$ cat config.mk
export PLATFORM = sky130hd
export DESIGN_NAME = eeprom_host
export DESIGN_NICKNAME = d
export VERILOG_FILES = /design/src/eeprom_host_pkg.sv /design/src/eeprom_host.sv
export SDC_FILE = /design/constraint.sdc
export NUM_CORES = 1
export LEC_CHECK = 0
export ABC_CLOCK_PERIOD_IN_PS = 4620
export BUFFER_PORTS_ARGS = -buffer_cell sky130_fd_sc_hd__buf_2
export CAP_MARGIN = 20
export CORE_MARGIN = 3
export CORE_UTILIZATION = 48
export DETAILED_ROUTE_END_ITERATION = 10
export GPL_TIMING_DRIVEN = 0
export PLACE_DENSITY = 0.69
export SYNTH_ARGS = -nofsm -noshare
export SYNTH_HDL_FRONTEND = slang
export SYNTH_SLANG_ARGS = --single-unit
$ cat constraint.sdc
create_clock -name clock -period 4.62 [get_ports clock]
set_input_delay 0 -clock clock [delete_from_list [all_inputs] [get_ports clock]]
set_output_delay 0 -clock clock [all_outputs]
set_load 0.1 [all_outputs]
$ cat src/eeprom_host_pkg.sv
// Package for the paged word EEPROM host controller: constants, types, notes.
// Notes on behaviour
// - Write starts by strobe pulse, OE high
// - Next fall within 150 us of rise
// - Hold page bits 15:6 constant per load
// - Protection enabled by three command writes
// - Unlock: AAAA@5555, 5555@AAAA, A0A0@5555
// - When protected, unlock precedes every page
// - Command writes obey page-load timing
// - Address bit 9 high voltage reaches id words
package eeprom_host_pkg;
	localparam int CLK_HZ = 25000000;
	localparam int PAGE_WORDS = 64;
	localparam int LOAD_WINDOW_US = 150;
	localparam int POWER_ON_MS = 5;
	localparam int WRITE_TIMEOUT_MS = 10;
	// Window is a longest time, so round down
	localparam int LOAD_WINDOW_CYC = CLK_HZ / 1000000 * LOAD_WINDOW_US;
	// Power-on delay and timeout are least times; CLK_HZ / 1000 rounds down, exact at 25 MHz
	localparam int POWER_ON_CYC = (CLK_HZ / 1000) * POWER_ON_MS;
	localparam int WRITE_TIMEOUT_CYC = (CLK_HZ / 1000) * WRITE_TIMEOUT_MS;
	localparam int STROBE_LOW_CYC = 4; // 160 ns covers the write pulse width
	localparam int STROBE_HIGH_CYC = 2; // 80 ns covers pulse high time
	localparam int READ_WAIT_CYC = 7; // 280 ns covers slowest access
	localparam logic [15:0] UNLOCK_ADDR0 = 16'h5555;
	localparam logic [15:0] UNLOCK_DATA0 = 16'haaaa;
	localparam logic [15:0] UNLOCK_ADDR1 = 16'haaaa;
	localparam logic [15:0] UNLOCK_DATA1 = 16'h5555;
	localparam logic [15:0] UNLOCK_DATA2 = 16'ha0a0;
	localparam int POLL_BIT_LO = 7;
	localparam int POLL_BIT_HI = 15;
	localparam int TOGGLE_BIT = 14;
	localparam logic [15:0] ID_BASE = 16'hffc0;

	// Pins toward the device
	typedef struct packed {
		logic chipEnableN;
		logic outputEnableN;
		logic writeEnableN;
		logic addressBit9HvSelect;
		logic [15:0] addr;
	} mem_ctrl_t;

	// User command
	typedef struct packed {
		logic write;
		logic unlock;
		logic idArea;
		logic [15:0] addr;
		logic [15:0] data;
	} host_cmd_t;
endpackage

$ cat src/eeprom_host.sv
// Host controller driving a paged 64K x 16 EEPROM through its parallel pins.
`timescale 1ns/10ps
module eeprom_host
	import eeprom_host_pkg::*;
#(
	parameter int POWER_ON_CYCLES = POWER_ON_CYC,
	parameter int TIMEOUT_CYCLES = WRITE_TIMEOUT_CYC
) (
	// Clock and reset
	input wire logic clock,
	input wire logic rst,
	// User command port
	input wire logic cmdValid,
	input wire host_cmd_t cmd,
	input wire logic cmdLast,
	output logic cmdReady,
	output logic rdValid,
	output logic [15:0] rdData,
	output logic wrDone,
	output logic wrTimeout,
	// Device pins
	output mem_ctrl_t memCtrl,
	input wire logic [15:0] dataIn,
	output logic [15:0] dataOut,
	output logic dataOeN
);
	typedef enum logic [3:0] {
		ST_POWERUP, ST_IDLE, ST_RD_WAIT, ST_WR_LOW, ST_WR_HIGH, ST_LOADED,
		ST_UNLK, ST_POLL_LOW, ST_POLL_HIGH
	} state_t;

	state_t state_r, state_nxt;
	logic [23:0] count_r;
	logic [23:0] busy_r;
	logic [1:0] unlockIdx_r;
	logic pendLast_r;
	logic prevToggle_r;
	logic firstPoll_r;
	logic finished_r;
	logic [15:0] dinSync1_r, dinSync2_r;
	logic [15:0] pageAddr_r;
	logic [15:0] pageData_r;
	logic pageId_r;
	mem_ctrl_t ctrl_r;
	logic [15:0] dout_r;
	logic oeN_r;
	logic ready_r, rdValid_r, wrDone_r, wrTo_r;
	logic [15:0] rdData_r;

	// Unlock word for step i
	function automatic logic [31:0] unlockWord(input logic [1:0] i);
		unique case (i)
			2'd0: unlockWord = {UNLOCK_ADDR0, UNLOCK_DATA0};
			2'd1: unlockWord = {UNLOCK_ADDR1, UNLOCK_DATA1};
			default: unlockWord = {UNLOCK_ADDR0, UNLOCK_DATA2};
		endcase
	endfunction

	wire [31:0] unlockSel = unlockWord(unlockIdx_r);
	wire countDone = (count_r == 24'd0);
	// Toggle settled and the poll bits equal what was written
	wire toggleStill = !firstPoll_r && (dinSync2_r[TOGGLE_BIT] == prevToggle_r);
	wire pollTrue = (dinSync2_r[POLL_BIT_LO] == dout_r[POLL_BIT_LO]) &&
		(dinSync2_r[POLL_BIT_HI] == dout_r[POLL_BIT_HI]);
	// Trusted only after a full load window, so the old stored word cannot pass as done
	wire windowClosed = (busy_r >= 24'(LOAD_WINDOW_CYC + READ_WAIT_CYC));
	// Judged on the word read while output enable was low
	wire writeFinished = toggleStill && pollTrue && windowClosed;
	wire timedOut = (busy_r >= 24'(TIMEOUT_CYCLES));

	// Input pins come from outside the clock domain
	always_ff @(posedge clock) begin
		dinSync1_r <= dataIn;
		dinSync2_r <= dinSync1_r;
	end

	// Next state
	always_comb begin
		state_nxt = state_r;
		unique case (state_r)
			ST_POWERUP: if (countDone) state_nxt = ST_IDLE;
			ST_IDLE: begin
				if (cmdValid && cmd.write && cmd.unlock)
					state_nxt = ST_UNLK;
				else if (cmdValid && cmd.write)
					state_nxt = ST_WR_LOW;
				else if (cmdValid)
					state_nxt = ST_RD_WAIT;
			end
			ST_UNLK: state_nxt = ST_WR_LOW;
			ST_RD_WAIT: if (countDone) state_nxt = ST_IDLE;
			ST_WR_LOW: if (countDone) state_nxt = ST_WR_HIGH;
			ST_WR_HIGH: begin
				if (countDone && unlockIdx_r != 2'd0 && unlockIdx_r != 2'd3)
					state_nxt = ST_UNLK;
				else if (countDone && unlockIdx_r == 2'd3)
					state_nxt = ST_WR_LOW;
				else if (countDone && pendLast_r)
					state_nxt = ST_POLL_LOW;
				else if (countDone)
					state_nxt = ST_LOADED;
			end
			ST_LOADED: begin
				if (cmdValid && cmd.write)
					state_nxt = ST_WR_LOW;
				else if (countDone)
					state_nxt = ST_POLL_LOW;
			end
			ST_POLL_LOW: if (countDone) state_nxt = ST_POLL_HIGH;
			ST_POLL_HIGH: begin
				if (countDone && (finished_r || timedOut))
					state_nxt = ST_IDLE;
				else if (countDone)
					state_nxt = ST_POLL_LOW;
			end
			default: state_nxt = ST_IDLE;
		endcase
	end

	// Sequencer with timing counter and pin registers
	always_ff @(posedge clock) begin
		if (rst) begin
			state_r <= ST_POWERUP;
			count_r <= 24'(POWER_ON_CYCLES);
			busy_r <= 24'd0;
			unlockIdx_r <= 2'd0;
			pendLast_r <= 1'b0;
			prevToggle_r <= 1'b0;
			firstPoll_r <= 1'b1;
			finished_r <= 1'b0;
			pageAddr_r <= 16'h0000;
			pageData_r <= 16'h0000;
			pageId_r <= 1'b0;
			ctrl_r <= '{1'b1, 1'b1, 1'b1, 1'b0, 16'h0000};
			dout_r <= 16'h0000;
			oeN_r <= 1'b1;
			ready_r <= 1'b0;
			rdValid_r <= 1'b0;
			wrDone_r <= 1'b0;
			wrTo_r <= 1'b0;
			rdData_r <= 16'h0000;
		end else begin
			state_r <= state_nxt;
			rdValid_r <= 1'b0;
			wrDone_r <= 1'b0;
			wrTo_r <= 1'b0;
			count_r <= countDone ? 24'd0 : count_r - 24'd1;
			busy_r <= (state_r == ST_POLL_LOW || state_r == ST_POLL_HIGH) ? busy_r + 24'd1 : busy_r;
			ready_r <= (state_nxt == ST_IDLE) || (state_nxt == ST_LOADED);
			unique case (state_nxt)
				ST_IDLE: begin
					// Bus released, chip, output and write enables deselected; the bit 9 select keeps its value
					ctrl_r.chipEnableN <= 1'b1;
					ctrl_r.outputEnableN <= 1'b1;
					ctrl_r.writeEnableN <= 1'b1;
					oeN_r <= 1'b1;
				end
				ST_RD_WAIT: if (state_r == ST_IDLE) begin
					ctrl_r <= '{1'b0, 1'b0, 1'b1, cmd.idArea, cmd.addr};
					oeN_r <= 1'b1;
					count_r <= 24'(READ_WAIT_CYC);
				end
				ST_UNLK: begin
					count_r <= 24'd0;
					unlockIdx_r <= (state_r == ST_IDLE) ? 2'd0 : unlockIdx_r;
					pendLast_r <= (state_r == ST_IDLE) ? cmdLast : pendLast_r;
					pageAddr_r <= (state_r == ST_IDLE) ? cmd.addr : pageAddr_r;
					// The page word waits here while the prefix goes out
					pageData_r <= (state_r == ST_IDLE) ? cmd.data : pageData_r;
					pageId_r <= (state_r == ST_IDLE) ? cmd.idArea : pageId_r;
				end
				ST_WR_LOW: if (state_r != ST_WR_LOW) begin
					// OE high before the strobe falls keeps the write legal
					ctrl_r.outputEnableN <= 1'b1;
					ctrl_r.chipEnableN <= 1'b0;
					ctrl_r.writeEnableN <= 1'b0;
					oeN_r <= 1'b0;
					count_r <= 24'(STROBE_LOW_CYC);
					if (state_r == ST_UNLK) begin
						ctrl_r.addr <= unlockSel[31:16];
						dout_r <= unlockSel[15:0];
						ctrl_r.addressBit9HvSelect <= 1'b0;
						unlockIdx_r <= unlockIdx_r + 2'd1;
					end else if (state_r == ST_WR_HIGH) begin
						// Prefix done, now the held page word
						ctrl_r.addr <= pageAddr_r;
						dout_r <= pageData_r;
						ctrl_r.addressBit9HvSelect <= pageId_r;
						unlockIdx_r <= 2'd0;
					end else begin
						// Page bits kept from the first word of the load
						ctrl_r.addr <= {(state_r == ST_LOADED) ? ctrl_r.addr[15:6] : cmd.addr[15:6],
							cmd.addr[5:0]};
						dout_r <= cmd.data;
						ctrl_r.addressBit9HvSelect <= cmd.idArea;
						pendLast_r <= cmdLast;
						unlockIdx_r <= 2'd0;
					end
				end
				ST_WR_HIGH: if (state_r == ST_WR_LOW) begin
					ctrl_r.writeEnableN <= 1'b1;
					count_r <= 24'(STROBE_HIGH_CYC);
				end
				ST_LOADED: if (state_r == ST_WR_HIGH) begin
					oeN_r <= 1'b1;
					count_r <= 24'(LOAD_WINDOW_CYC / 2);
				end
				ST_POLL_LOW: if (state_r != ST_POLL_LOW) begin
					// Poll the last written word by toggling OE
					ctrl_r.writeEnableN <= 1'b1;
					ctrl_r.chipEnableN <= 1'b0;
					ctrl_r.outputEnableN <= 1'b0;
					oeN_r <= 1'b1;
					count_r <= 24'(READ_WAIT_CYC);
					if (state_r != ST_POLL_HIGH) begin
						busy_r <= 24'd0;
						firstPoll_r <= 1'b1;
						finished_r <= 1'b0;
					end
				end
				ST_POLL_HIGH: if (state_r == ST_POLL_LOW) begin
					ctrl_r.outputEnableN <= 1'b1;
					prevToggle_r <= dinSync2_r[TOGGLE_BIT];
					// Bus floats once output enable rises, so judge now
					finished_r <= writeFinished;
					firstPoll_r <= 1'b0;
					count_r <= 24'(STROBE_LOW_CYC);
				end
				default: ;
			endcase
			// Read result captured as the read phase ends
			if (state_r == ST_RD_WAIT && countDone) begin
				rdValid_r <= 1'b1;
				rdData_r <= dinSync2_r;
			end
			// Completion or timeout of a programming period
			if (state_r == ST_POLL_HIGH && countDone && (finished_r || timedOut)) begin
				wrDone_r <= finished_r;
				wrTo_r <= !finished_r;
			end
		end
	end

	assign cmdReady = ready_r;
	assign rdValid = rdValid_r;
	assign rdData = rdData_r;
	assign wrDone = wrDone_r;
	assign wrTimeout = wrTo_r;
	assign memCtrl = ctrl_r;
	assign dataOut = dout_r;
	assign dataOeN = oeN_r;
endmodule

==> results.md <==
- The combinational power share is under 10%.
- The clock insertion delay at the later pin of the skew report is approximately 440 ps.
- Synthesis inferred 180 register bits.
- In this run the most critical hold path is launched from dataIn[4].
- The area growth from synthesis to layout is 23.96%.
- The sequential fraction of the synthesis area is approximately 45%.
- In this run the cell area of the synthesized design comes to 8020 um^2.
- The routability-driven placement congestion ratio is approximately 0.96.
- The die covers between 15000 and 20000 um^2.
- The max-slew violation count is 0.
- The internal power of the cells totals ~2.4 mW.
- The first-iteration detailed-routing DRC count is between 500 and 600.
- TritonCTS built the clock tree.
- The count of max-cap constraint violations is 0.
- The floorplan step set the die width to 135.3 um.
- The peak clock frequency supported by timing is ~270 MHz.
- The filler cells instantiated in the layout total 1446.
- The number of distinct library cells after synthesis is between 70 and 80.
- The via density per instance is between 5 and 6.
- The beginning of the worst register-to-register path is count_r[0].
- The pre-CTS setup slack is roughly 1000 ps.
- The largest net degree at the start of global routing is 19.
- The number of antenna diodes in the final layout is 0.
- Across all layers, the routed design uses 7370 vias.
- The topmost layer with routed signal wires is met4.
- The total routed wirelength is approximately 23000 um.
- The worst-case IR drop observed on VDD is 0.2608 mV.
- For this run, design rule violations remaining after detail routing come to 0.
- The worst setup path is of the reg2reg kind.
- After detailed routing, the average wire length per cell comes to 16.87 um.
- At the end of the flow, the number of nets in the layout was 1180.
- The final worst-path setup slack is approximately 900 ps.
- The floorplan die height is between 100 and 150 um.
- Across all hold checks on the routed design, the worst slack comes to approximately 180 ps.
- The critical path goes through inv_1 -> ha_1 -> or4b_1 -> clkbuf_1 -> nor3_2 -> a21oi_1 -> o31ai_2 -> clkbuf_1 -> nand3_1 -> a221oi_1 -> nor2_1.
- The tree built by TritonCTS fans out to 180 sinks.
- During I/O placement, the number of pins put on the boundary was between 100 and 150.
- The final number of hold-violating endpoints was 0.
- Cells fill between 60% and 70% of the core in the end.
- The most common flop cell mapped by yosys is sky130_fd_sc_hd__dfxtp_1.
- The startpoint class of the critical path is a flop.
- The critical path launch point is count_r[0].
- Clock skew on the completed layout was measured at between 9 and 10 ps.
- Among all stages on the critical path, the largest delay is contributed by sky130_fd_sc_hd__o31ai_2.
- In this run the worst hold path is classified as in2reg.
- The synthesized design contains 0 enable-type register cells.
- Setup repair after global routing left no endpoint under its margin.
- The share of cells above drive strength 1 is between 10% and 20%.
- Post-CTS repair changed the size of 0 cells.
- The global routing usage summed across all routing layers is around a quarter.
- Of the total power, registers draw about half.
- The longest clock path from root to sink contains 2 buffers.
- On the worst path, the slowest cell contributes a delay of ~620 ps.
- In this run the cell area measured after placement is approximately 8900 um^2.
- The cell chosen for the clock root is sky130_fd_sc_hd__clkbuf_16.
- The endpoint kind of the worst setup timing path is a flop.
- Power spread over the standard cell area amounts to ~320 nW/um^2.
- In the final routing, the length of wire on met1 measures ~10000 um.
- The worst register-to-register path has a setup slack of between 900 and 1000 ps.
- The CTS buffer count is 17.
- With fillers left out, the area of the finished cells amounts to 9942 um^2.
- After clock tree synthesis, the clock-pin slew on the worst setup and hold paths is 80 ps.
- Including well taps, the total number of placed cells is around 1.3k.
- The number of global-route vias before repair is 7207.
- The worst hold path passes through 2 cells.
- The synthesized netlist cell count is a little over 900.
- The final critical path time including I/O delays and setup is 3705 ps.
- The worst register-to-register path has a depth of 11.
- The switching share of power is between 20% and 30%.
- Summed over all nets, the switching power comes to between 0.7 and 0.8 mW.
- The site row count is 46.
- The run finished with clean final reports.
- The critical path arrival is around 4000 ps.
- After detailed routing, the met3 layer carries between 1000 and 1500 um of wire.
- In this design, the critical path's most frequently occurring cell is sky130_fd_sc_hd__clkbuf_1.
- The headroom to the max-slew limit is between 30% and 40%.
- The static power due to leakage is between 3 and 4 nW.
- Leaving out filler cells and counting taps, the final layout contains about 1.3k.
- The synthesized area per cell is about 8.6 um^2.
- The first global-routing pass estimated 37040 um of wire.
- The number of detailed-routing iterations run before antenna repair is 5.
- In this run the worst path has a maximum fanout of 10.
- The number of setup violations in the final report is 0.
- The net count of the mapped netlist is 998.
- After clock tree synthesis, the setup repair step added 0 buffers.
- Yosys printed 0 warnings.
- The number of antenna violations at the first check in global routing is 0.
- The end of the worst register-to-register path is memCtrl[15].
- In the detailed route, the total length drawn on met2 is between 10000 and 15000 um.
- The transition at the pin with the smallest max-transition slack is about 1000 ps.
- After routing, the total negative slack on setup checks comes to 0 ps.
- The overall power of the completed layout is 3.182 mW.
- For this run the aggregate overflow at the end of global routing stands at 0.
- Of the available clock period, the critical path in the final layout requires 80.18%.
- After legalization and detailed placement, the total HPWL measured 15510 um.
- The port buffer count is 111.
- Per report_power, the clock group accounts for between 40% and 50% of the total.
- The detail route stage leaves a number of antenna-violating nets equal to 0.
- The share of synthesized flip-flops with an asynchronous set or reset is 0%.
- The H-tree generated during clock tree synthesis spans 4 levels.
- Once the floorplan was initialized, standard cells occupied 49.77% of the core.
- The required time reported for the critical path endpoint is approximately 5000 ps.
- The worst hold path endpoint is dinSync1_r[4].
- The core outline area is between 15000 and 20000 um^2.
-- state kept, by name, summed over array words and instances, names as in the netlist, 4 cells and up --
| signal | count |
|---|---|
| dataOut | 16 |
| count_r | 24 |
| dinSync2_r | 16 |
| state_r | 4 |
| rdData | 16 |
| busy_r | 24 |
| memCtrl | 20 |
| pageAddr_r | 16 |
| dinSync1_r | 16 |
| pageData_r | 16 |
-- routing by layer --
metal | vias to the layer above | global-route usage, %
met5 | - | 0
met4 | 0 | 8.007
met3 | 42 | 4.978
met2 | 243 | 41.07
met1 | 3460 | 33.82
li1 | 3625 | -
-- final cells by class --
| cell class | count | area [um^2] | share of cell area, % |
|---|---|---|---|
| inverter | 14 | 52.55 | 0.5286 |
| buffer | 60 | 287.8 | 2.895 |
| timing repair buffer | 163 | 1071 | 10.77 |
| clock inverter | 13 | 137.6 | 1.384 |
| tap | 216 | 270.3 | 2.718 |
| sequential | 180 | 3603 | 36.24 |
| clock buffer | 19 | 442.9 | 4.455 |
| multi-input combinational | 680 | 4076 | 41.00 |
-- worst max-delay path: cells and delay by family (launching register included) --
family / cells / cell delay [ps]
adders and majority gates: 1 / 190
and+or+nand+nor: 4 / 1130
DFF: 1 / 340
buffers and inverters: 3 / 800
AOI/OAI and AO/OA: 3 / 1140
-- kinds of logic after synthesis --
logic type | share of synthesized area [%]
simple gates | 23.81
compound gates | 19.59
flops | 44.93
buf+inv | 4.243
xor+xnor | 5.023
fa+ha+maj | 1.529
mux | 0.8737
-- timing repair --
action,CTS,global route
hold endpoints to repair,85,0
endpoints found under the setup margin,0,0
hold buffers,51,0
-- power groups by stage --
stage	clock, mW	combinational (mW)	sequential (mW)
final	1.43	0.164	1.59
after global routing	1.51	0.179	1.59
after CTS	1.44	0.162	1.59
after detailed placement	0	0.127	1.63
after global placement	0	0.126	1.63
after floorplan	0	0.0765	1.62
-- cells in the mapped netlist (8+ instances only) --
library cell / count / share of area (%)
sky130_fd_sc_hd__nand2_1: 157 / 7.3
sky130_fd_sc_hd__a21oi_1: 100 / 6.2
sky130_fd_sc_hd__inv_1: 14 / 0.66
sky130_fd_sc_hd__a211oi_1: 12 / 1.1
sky130_fd_sc_hd__xnor2_1: 23 / 2.5
sky130_fd_sc_hd__dfxtp_1: 180 / 45
sky130_fd_sc_hd__nor2_1: 70 / 3.3
sky130_fd_sc_hd__xor2_1: 23 / 2.5
sky130_fd_sc_hd__nor2_4: 20 / 2.8
sky130_fd_sc_hd__a21o_1: 14 / 1.3
sky130_fd_sc_hd__nor3_1: 24 / 1.5
sky130_fd_sc_hd__o21ai_0: 43 / 2.7
sky130_fd_sc_hd__ha_1: 9 / 1.4
sky130_fd_sc_hd__nand2b_1: 8 / 0.62
sky130_fd_sc_hd__clkbuf_1: 43 / 2.0
sky130_fd_sc_hd__o211ai_1: 21 / 2.0
sky130_fd_sc_hd__nand3_1: 23 / 1.4
sky130_fd_sc_hd__and3_1: 8 / 0.62
-- worst max path at each step --
stage / endpoint / depth (start not counted)
floorplan: busy_r[18] / 14
global placement: busy_r[23] / 9
detailed placement: memCtrl[15] / 11
CTS: memCtrl[15] / 11
global route: rdData[15] / 11
finish: memCtrl[15] / 11
-- layout by cell type, fill, tap and decap left out, types with 21 or more instances in the layout --
master                            n
sky130_fd_sc_hd__a21oi_1        100
sky130_fd_sc_hd__buf_2          119
sky130_fd_sc_hd__clkbuf_1        44
sky130_fd_sc_hd__dfxtp_1        180
sky130_fd_sc_hd__dlygate4sd3_1   51
sky130_fd_sc_hd__nand2_1        157
sky130_fd_sc_hd__nand3_1         23
sky130_fd_sc_hd__nor2_1          70
sky130_fd_sc_hd__nor3_1          24
sky130_fd_sc_hd__o211ai_1        21
sky130_fd_sc_hd__o21ai_0         43
sky130_fd_sc_hd__xnor2_1         23
sky130_fd_sc_hd__xor2_1          23
(Power assumes the default switching activity.)
